## src/core/qdsu_pkg.sv

```systemverilog
/*
 Constants for the quad converter serial update logic: pin order, word
 layout, code values and counts. Assumes no other package.
*/
package qdsu_pkg;
   localparam int WORD_BITS = 32;
   localparam int CNT_W = 6;
   localparam int CHAN = 4;
   localparam int CODE_W = 16;
   localparam int PINS = 6;
   localparam logic [CNT_W-1:0] CNT_ZERO = 6'h00;
   localparam logic [CNT_W-1:0] CNT_ONE = 6'h01;
   localparam logic [CNT_W-1:0] CNT_LAST = 6'h1F;
   // Synchroniser pin indices
   localparam int PIN_FRAME = 0;
   localparam int PIN_SCLK = 1;
   localparam int PIN_DIN = 2;
   localparam int PIN_LOAD = 3;
   localparam int PIN_CLEAR = 4;
   localparam int PIN_POR = 5;
   // Idle level of each pin while reset holds
   localparam logic [PINS-1:0] PIN_IDLE = 6'h1F;
   // Settling cycles before the power-up select is caught
   localparam logic [2:0] INIT_CYC = 3'h4;
   localparam logic [2:0] INIT_ONE = 3'h1;
   // Word layout
   localparam int CMD_HI = 27;
   localparam int CMD_LO = 24;
   localparam int ADDR_HI = 23;
   localparam int ADDR_LO = 20;
   localparam int DATA_HI = 19;
   localparam int DATA_LO = 4;
   localparam int CSEL_HI = 1;
   localparam int CSEL_LO = 0;
   localparam logic [3:0] CMD_WR_IN = 4'h0;
   localparam logic [3:0] CMD_WR_UPD = 4'h3;
   localparam logic [3:0] CMD_SET_CLR = 4'h5;
   localparam logic [3:0] ADDR_ALL = 4'hF;
   // Clear-code selections and code values
   localparam logic [1:0] CSEL_ZERO = 2'h0;
   localparam logic [1:0] CSEL_MID = 2'h1;
   localparam logic [1:0] CSEL_FULL = 2'h2;
   localparam logic [CODE_W-1:0] CODE_ZERO = 16'h0000;
   localparam logic [CODE_W-1:0] CODE_MID = 16'h8000;
   localparam logic [CODE_W-1:0] CODE_FULL = 16'hFFFF;
   typedef enum logic [2:0] {
      ST_IDLE = 3'b001,
      ST_SHIFT = 3'b010,
      ST_WAIT = 3'b100
   } qdsu_state_t;
endpackage

```

## src/core/qdsu_sync.sv

```systemverilog
/*
 Three-stage pin synchroniser with agreement filter and edge pulses.
 Assumes pins are asynchronous to clock; reset is synchronous, active low.
*/
`timescale 1ns/10ps
module qdsu_sync (
   // Clock and reset
   input wire logic clock,
   input wire logic nrst,
   // Raw pins
   input wire logic [qdsu_pkg::PINS-1:0] pin_in,
   // Filtered levels and one-cycle edge pulses
   output logic [qdsu_pkg::PINS-1:0] level_r,
   output logic [qdsu_pkg::PINS-1:0] fall_r,
   output logic [qdsu_pkg::PINS-1:0] rise_r
);
   genvar i;
   generate
      for (i = 0; i < qdsu_pkg::PINS; i++) begin : g_pin
         logic s1_r, s2_r, s3_r;
         wire lvl_nxt = (s2_r == s3_r) ? s3_r : level_r[i];
         always_ff @(posedge clock) begin
            if (!nrst) begin
               s1_r <= qdsu_pkg::PIN_IDLE[i];
               s2_r <= qdsu_pkg::PIN_IDLE[i];
               s3_r <= qdsu_pkg::PIN_IDLE[i];
               level_r[i] <= qdsu_pkg::PIN_IDLE[i];
               fall_r[i] <= 1'b0;
               rise_r[i] <= 1'b0;
            end else begin
               s1_r <= pin_in[i];
               s2_r <= s1_r;
               s3_r <= s2_r;
               level_r[i] <= lvl_nxt;
               fall_r[i] <= level_r[i] & ~lvl_nxt;
               rise_r[i] <= ~level_r[i] & lvl_nxt;
            end
         end
      end
   endgenerate
endmodule

```

## src/core/qdsu_core.sv

```systemverilog
/*
 Serial update logic of a quad voltage-output converter: three-wire link
 into a 32-bit shift register, input and output registers per channel,
 load strobe, edge-triggered clear and power-up code select.
 Assumes all pins are asynchronous to clock and the link clock is at least
 several times slower than clock; reset is synchronous, active low.
*/
// Summary of operation
// Frame select fall arms the shift register
// Shift one bit on next 32 falls
// Early frame rise aborts, registers unchanged
// Shift register 32 bits, samples on fall
// Load strobe low copies pending channels together
// Load strobe may stay low permanently
// Clear acts on its falling edge only
// Clear low blocks all load transfers
// Clear loads both levels with clear code
// Clear code defaults to zero after reset
// Power-up select picks zero or midscale
// Host keeps link clock at most 50 MHz
// Word acts after 32nd fall; refall needed
// Power-up value holds until write or clear
`timescale 1ns/10ps
module qdsu_core (
   // Clock and reset
   input wire logic clock,
   input wire logic nrst,
   // Serial link
   input wire logic frame_n,
   input wire logic sclk,
   input wire logic din,
   // Control pins
   input wire logic load_strobe_n,
   input wire logic clear_n,
   input wire logic por_sel,
   // Channel codes and pending flags
   output logic [qdsu_pkg::CHAN-1:0][qdsu_pkg::CODE_W-1:0] dac_code_r,
   output logic [qdsu_pkg::CHAN-1:0][qdsu_pkg::CODE_W-1:0] in_code_r,
   output logic [qdsu_pkg::CHAN-1:0] pending_r,
   // Status
   output logic link_armed,
   output logic word_done_r,
   output logic frame_abort_r
);
   logic [qdsu_pkg::PINS-1:0] lvl, fall, rise;
   qdsu_pkg::qdsu_state_t state_r, state_nxt;
   logic [qdsu_pkg::CNT_W-1:0] cnt_r, cnt_nxt;
   logic [qdsu_pkg::WORD_BITS-1:0] shreg_r;
   logic [1:0] clr_sel_r;
   logic [2:0] init_cnt_r;
   logic init_done_r;

   qdsu_sync u_sync (
      .clock(clock),
      .nrst(nrst),
      .pin_in({por_sel, clear_n, load_strobe_n, din, sclk, frame_n}),
      .level_r(lvl),
      .fall_r(fall),
      .rise_r(rise)
   );

   wire frame_fall = fall[qdsu_pkg::PIN_FRAME];
   wire frame_rise = rise[qdsu_pkg::PIN_FRAME];
   wire frame_high = lvl[qdsu_pkg::PIN_FRAME];
   wire sclk_fall = fall[qdsu_pkg::PIN_SCLK];
   wire din_lvl = lvl[qdsu_pkg::PIN_DIN];
   wire clear_low = ~lvl[qdsu_pkg::PIN_CLEAR];
   wire clear_fall = fall[qdsu_pkg::PIN_CLEAR];
   wire por_lvl = lvl[qdsu_pkg::PIN_POR];
   wire in_shift = (state_r == qdsu_pkg::ST_SHIFT);
   wire bit_take = in_shift & sclk_fall;
   wire word_end = bit_take & (cnt_r == qdsu_pkg::CNT_LAST);
   // Abort only counts before the last bit has been taken
   wire abort = in_shift & frame_rise & ~word_end;
   wire [qdsu_pkg::WORD_BITS-1:0] word = {shreg_r[qdsu_pkg::WORD_BITS-2:0], din_lvl};
   wire [3:0] cmd = word[qdsu_pkg::CMD_HI:qdsu_pkg::CMD_LO];
   wire [3:0] addr = word[qdsu_pkg::ADDR_HI:qdsu_pkg::ADDR_LO];
   wire [qdsu_pkg::CODE_W-1:0] wdata = word[qdsu_pkg::DATA_HI:qdsu_pkg::DATA_LO];
   wire [1:0] csel = word[qdsu_pkg::CSEL_HI:qdsu_pkg::CSEL_LO];
   wire wr_in = word_end & ((cmd == qdsu_pkg::CMD_WR_IN) | (cmd == qdsu_pkg::CMD_WR_UPD));
   wire wr_upd = word_end & (cmd == qdsu_pkg::CMD_WR_UPD);
   wire set_clr = word_end & (cmd == qdsu_pkg::CMD_SET_CLR) & (csel != 2'h3);
   wire init_take = ~init_done_r & (init_cnt_r == qdsu_pkg::INIT_CYC);
   wire [qdsu_pkg::CODE_W-1:0] por_code = por_lvl ? qdsu_pkg::CODE_MID : qdsu_pkg::CODE_ZERO;
   wire [qdsu_pkg::CODE_W-1:0] clr_code =
      (clr_sel_r == qdsu_pkg::CSEL_MID) ? qdsu_pkg::CODE_MID :
      (clr_sel_r == qdsu_pkg::CSEL_FULL) ? qdsu_pkg::CODE_FULL : qdsu_pkg::CODE_ZERO;
   // Level sense so a strobe tied low keeps updating
   wire load_go = ~lvl[qdsu_pkg::PIN_LOAD] & ~clear_low;

   assign link_armed = in_shift;

   always_comb begin
      state_nxt = state_r;
      cnt_nxt = cnt_r;
      case (state_r)
         qdsu_pkg::ST_IDLE: begin
            // Frames are ignored until the power-up code is in place
            if (frame_fall && init_done_r) begin
               state_nxt = qdsu_pkg::ST_SHIFT;
               cnt_nxt = qdsu_pkg::CNT_ZERO;
            end
         end
         qdsu_pkg::ST_SHIFT: begin
            if (word_end) begin
               state_nxt = qdsu_pkg::ST_WAIT;
            end else if (abort) begin
               state_nxt = qdsu_pkg::ST_IDLE;
            end else if (bit_take) begin
               cnt_nxt = cnt_r + qdsu_pkg::CNT_ONE;
            end
         end
         qdsu_pkg::ST_WAIT: begin
            if (frame_high) begin
               state_nxt = qdsu_pkg::ST_IDLE;
            end
         end
         default: begin
            state_nxt = qdsu_pkg::ST_IDLE;
         end
      endcase
   end

   always_ff @(posedge clock) begin
      if (!nrst) begin
         state_r <= qdsu_pkg::ST_IDLE;
         cnt_r <= qdsu_pkg::CNT_ZERO;
         shreg_r <= '0;
         word_done_r <= 1'b0;
         frame_abort_r <= 1'b0;
      end else begin
         state_r <= state_nxt;
         cnt_r <= cnt_nxt;
         if (bit_take) begin
            shreg_r <= word;
         end
         word_done_r <= word_end;
         frame_abort_r <= abort;
      end
   end

   always_ff @(posedge clock) begin
      if (!nrst) begin
         init_cnt_r <= '0;
         init_done_r <= 1'b0;
         clr_sel_r <= qdsu_pkg::CSEL_ZERO;
      end else begin
         if (!init_done_r) begin
            init_cnt_r <= init_cnt_r + qdsu_pkg::INIT_ONE;
         end
         if (init_take) begin
            init_done_r <= 1'b1;
         end
         if (set_clr) begin
            clr_sel_r <= csel;
         end
      end
   end

   genvar c;
   generate
      for (c = 0; c < qdsu_pkg::CHAN; c++) begin : g_chan
         wire hit = (addr == qdsu_pkg::ADDR_ALL) || (addr == 4'(c));
         always_ff @(posedge clock) begin
            if (!nrst) begin
               in_code_r[c] <= qdsu_pkg::CODE_ZERO;
               dac_code_r[c] <= qdsu_pkg::CODE_ZERO;
               pending_r[c] <= 1'b0;
            end else if (init_take) begin
               in_code_r[c] <= por_code;
               dac_code_r[c] <= por_code;
               pending_r[c] <= 1'b0;
            end else if (clear_fall) begin
               // Edge only: a clear held low fires once
               in_code_r[c] <= clr_code;
               dac_code_r[c] <= clr_code;
               pending_r[c] <= 1'b0;
            end else if (wr_in && hit) begin
               // Power-up code stays until a complete write word for this channel arrives or clear falls
               in_code_r[c] <= wdata;
               if (wr_upd && !clear_low) begin
                  dac_code_r[c] <= wdata;
                  pending_r[c] <= 1'b0;
               end else begin
                  pending_r[c] <= 1'b1;
               end
            end else if (load_go && pending_r[c]) begin
               dac_code_r[c] <= in_code_r[c];
               pending_r[c] <= 1'b0;
            end
         end
      end
   endgenerate
endmodule

```

## config.mk

```make
export PLATFORM = sky130hd
export DESIGN_NAME = qdsu_core
export DESIGN_NICKNAME = d
export VERILOG_FILES = /design/src/core/qdsu_pkg.sv /design/src/core/qdsu_sync.sv /design/src/core/qdsu_core.sv
export SDC_FILE = /design/constraint.sdc
export NUM_CORES = 1
export LEC_CHECK = 0
export BUFFER_PORTS_ARGS = -buffer_cell sky130_fd_sc_hd__buf_4
export CORE_AREA = 3 3 123 125
export CTS_BUF_LIST = sky130_fd_sc_hd__clkbuf_4 sky130_fd_sc_hd__clkbuf_8
export DETAILED_ROUTE_END_ITERATION = 10
export DIE_AREA = 0 0 126 128
export PLACE_DENSITY_LB_ADDON = 0.3
export SLEW_MARGIN = 10
export SYNTH_ARGS = -nofsm -noshare
export SYNTH_HDL_FRONTEND = slang
export SYNTH_SLANG_ARGS = --single-unit
```

## constraint.sdc

```tcl
create_clock -name clock -period 3.05 [get_ports clock]
set_input_delay 0.61 -clock clock [delete_from_list [all_inputs] [get_ports clock]]
set_output_delay 0.61 -clock clock [all_outputs]
set_load 0.01 [all_outputs]
```

==> impl_metrics.tcl <==
set metrics [dict create \
    vdd_drop_max_uv 449 \
    track_usage_pct 25.2 \
    cp.arrival_ns 3.05 \
    diodes 0 \
    yosysTopAreaCellShare_pct 49.9 \
    slew_headroom_pct 21.2 \
    synth.distinct_cells 63 \
    grt.overflow.total 0 \
    syn-instance-count 909 \
    finalSetupTns_ns 0 \
    p_switching_w 0.00122 \
    finalHoldViolCount 0 \
    mappedNetlistNets 921 \
    fin_skew_ns 0.0255 \
    crit_type "flop to flop" \
    clk_pin_slew_worst_paths_ns 0.06 \
    area_growth_pct 22.7 \
    wl_um 21100 \
    placedInstanceArea_sq_mm 0.00933 \
    cp_slowest_cell "mux2i_1" \
    die-height_um 128 \
    cp_slowest_stage_delay_ns 0.49 \
    first_pass_iters 5 \
    grt_pass1_vias 6478 \
    dpl.hpwl_um 13600 \
    drive_gt1_share_pct 27.3 \
    post_cts_buffers 0 \
    synth.most_common_cell "dfxtp_1" \
    worstSetupEndpointType "flop" \
    first_iter_violations 411 \
    worst-path-max-fanout 29 \
    synthArstFlopShare_pct 0 \
    pwr-share-seq_pct 50.4 \
    wl_per_cell_um 17.0 \
    max_cap_viol_count 0 \
    grt_setup_unrepaired "false" \
    synth_seq_area_share_pct 49.9 \
    dieArea_sq_mm 0.0161 \
    cts_max_path_buffers 3 \
    cts_tree "yes" \
    syn-cell-area_sq_mm 0.00818 \
    start_kind "flop" \
    io_pins 143 \
    status "finished, final reports clean" \
    drt-vias-per-instance 5.60 \
    max_freq_mhz 388 \
    synth.area.top_cells "dfxtp_1, a21oi_1, nor2_1" \
    p_clk_share_pct 45.2 \
    cts.sinks 204 \
    synthFlopType "dfxtp_1" \
    leakage_nw 3.99 \
    numCtsBuffers 31 \
    cts-root-buf "clkbuf_8" \
    die_w_um 126 \
    antenna_found_initial 0 \
    hold_class "input pin to flop" \
    place.gp.congestion 0.861 \
    required_ns 3.52 \
    antenna_left 0 \
    hold_buffers 0 \
    io_buffers 142 \
    grt_max_degree 94 \
    internal_power_w 0.00419 \
    fill_cells 1095 \
    h-tree-depth 1 \
    yosys_warnings 0 \
    fin_area_sq_mm 0.0100 \
    setup_viol 0 \
    fin_crit_ns 2.58 \
    ys_top_cells_by_count "dfxtp_1, nor2_1, a21oi_1, nand2_1, clkbuf_1" \
    drc_errors 0 \
    rows 43 \
    path_cells "and4bb_1 > buf_4 > nand4_1 > nor2_2 > mux2i_1 > o21bai_2 > o2bb2ai_1" \
    grt_pass1_wl_um 33400 \
    start_util_pct 58.5 \
    pwr-share-comb_pct 4.5 \
    ctsResizeCount 0 \
    vias 6957 \
    synth_top_area_cell "dfxtp_1" \
    synth_edf_count 0 \
    period_share_pct 84.6 \
    worst_pin_slew_ns 1.18 \
    syn-mean-instance-area_sq_um 9.00 \
    ys_seq_elements 204 \
    drv_slew 0 \
    p_sw_share_pct 22.5 \
    power_per_cell_area_mw_per_mm2 539 \
    clk_latency_ns 0.56 \
    core_area_sq_mm 0.0140 \
    nets 1050 \
]
-- cell type report --
cell class / count / area, sq um / area share (%)
sequential: 204 / 4090 / 40.7
multi-input combinational: 605 / 3670 / 36.6
timing repair buffer: 157 / 1200 / 12.0
clock buffer: 54 / 687 / 6.85
tap: 180 / 225 / 2.24
inverter: 39 / 146 / 1.46
clock inverter: 3 / 17.5 / 0.175
-- cell families (layout without fill, tap and decap cells) --
logic type,after synthesis,in the layout,synth area share [%]
multiplexers,55,55,7.76
adder cells (fa/ha/maj),4,4,0.612
flip-flops,204,204,49.9
AO/OA/AOI/OAI,225,225,17.2
buffers and inverters,100,253,5.20
AND/OR/NAND/NOR,313,313,18.4
XOR/XNOR,8,8,0.949
-- placed cells by master, fill, tap and decap left out, types with 15 or more instances in the layout --
| cell | netlist | final |
|---|---|---|
| a211oi_1 | 15 | 15 |
| a21oi_1 | 94 | 94 |
| buf_4 | 2 | 155 |
| clkbuf_8 | 0 | 45 |
| dfxtp_1 | 204 | 203 |
| inv_1 | 38 | 38 |
| mux2_2 | 16 | 16 |
| mux2i_1 | 19 | 19 |
| nand2_1 | 84 | 84 |
| nand2b_1 | 18 | 18 |
| nor2_1 | 117 | 117 |
| nor2b_1 | 18 | 18 |
| o211ai_1 | 32 | 32 |
| o21ai_0 | 20 | 20 |
| o21ai_1 | 16 | 16 |
| o2bb2ai_1 | 15 | 15 |
| or2_2 | 33 | 33 |
-- power by group through the flow --
stage | clock network [W] | registers [W] | logic, W
2_1_floorplan | 0 | 0.00278 | 0.000152
3_3_place_gp | 0 | 0.00278 | 0.000236
3_5_place_dp | 0 | 0.00278 | 0.000240
4_1_cts | 0.00247 | 0.00272 | 0.000240
5_1_grt | 0.00259 | 0.00273 | 0.000263
6_report | 0.00244 | 0.00272 | 0.000241
-- sequential cells by signal, indices dropped and copies added, names as in the netlist --
name / count
frame_abort_r: 1
init_cnt_r: 3
dac_code_r: 64
u_sync.g_pin.s1_r: 6
in_code_r: 64
u_sync.rise_r: 1
u_sync.g_pin.s3_r: 6
shreg_r: 27
clr_sel_r: 2
init_done_r: 1
cnt_r: 6
u_sync.level_r: 6
u_sync.g_pin.s2_r: 6
state_r: 3
word_done_r: 1
u_sync.fall_r: 3
pending_r: 4
-- metal layers --
metal | GRT usage (%) | share of wire, %
met1 | 34.1 | 43
met2 | 39.3 | 45
met4 | 8.08 | 3.1
met3 | 6.92 | 8.9
met5 | 0 | 0
-- stage by stage --
stage | hold slack [ns] | std cells | worst slack (ns) | power, W | util [%]
2_1_floorplan | 0.386 | 909 | 0.930 | 0.00293 | -
3_3_place_gp | 0.388 | 1185 | 0.649 | 0.00302 | 66.7
3_5_place_dp | 0.392 | 1185 | 0.518 | 0.00302 | 66.7
4_1_cts | 0.229 | 1242 | 0.487 | 0.00543 | 71.7
5_1_grt | 0.222 | 1242 | 0.334 | 0.00558 | 71.7
6_report | 0.249 | 1242 | 0.469 | 0.00541 | 71.7
-- worst max-delay path: cells and delay by family (launching register included) --
kind                   cells  cell delay (ns)
AOI/OAI and AO/OA          2             0.53
muxes                      1             0.49
buffers and inverters      1             0.31
DFF                        1             0.43
and+or+nand+nor            3             0.71
-- final timing paths --
kind                        start              endpoint  slack (ns)  cells past startpoint
max                    state_r[1]        dac_code_r[10]        0.47                      7
min                       frame_n  u_sync.g_pin[0].s1_r        0.25                      2
max reg2reg            state_r[1]        dac_code_r[10]        0.47                      7
min reg2reg  u_sync.g_pin[4].s1_r  u_sync.g_pin[4].s2_r        0.41                      1
Power figures use the tool's default switching activity.
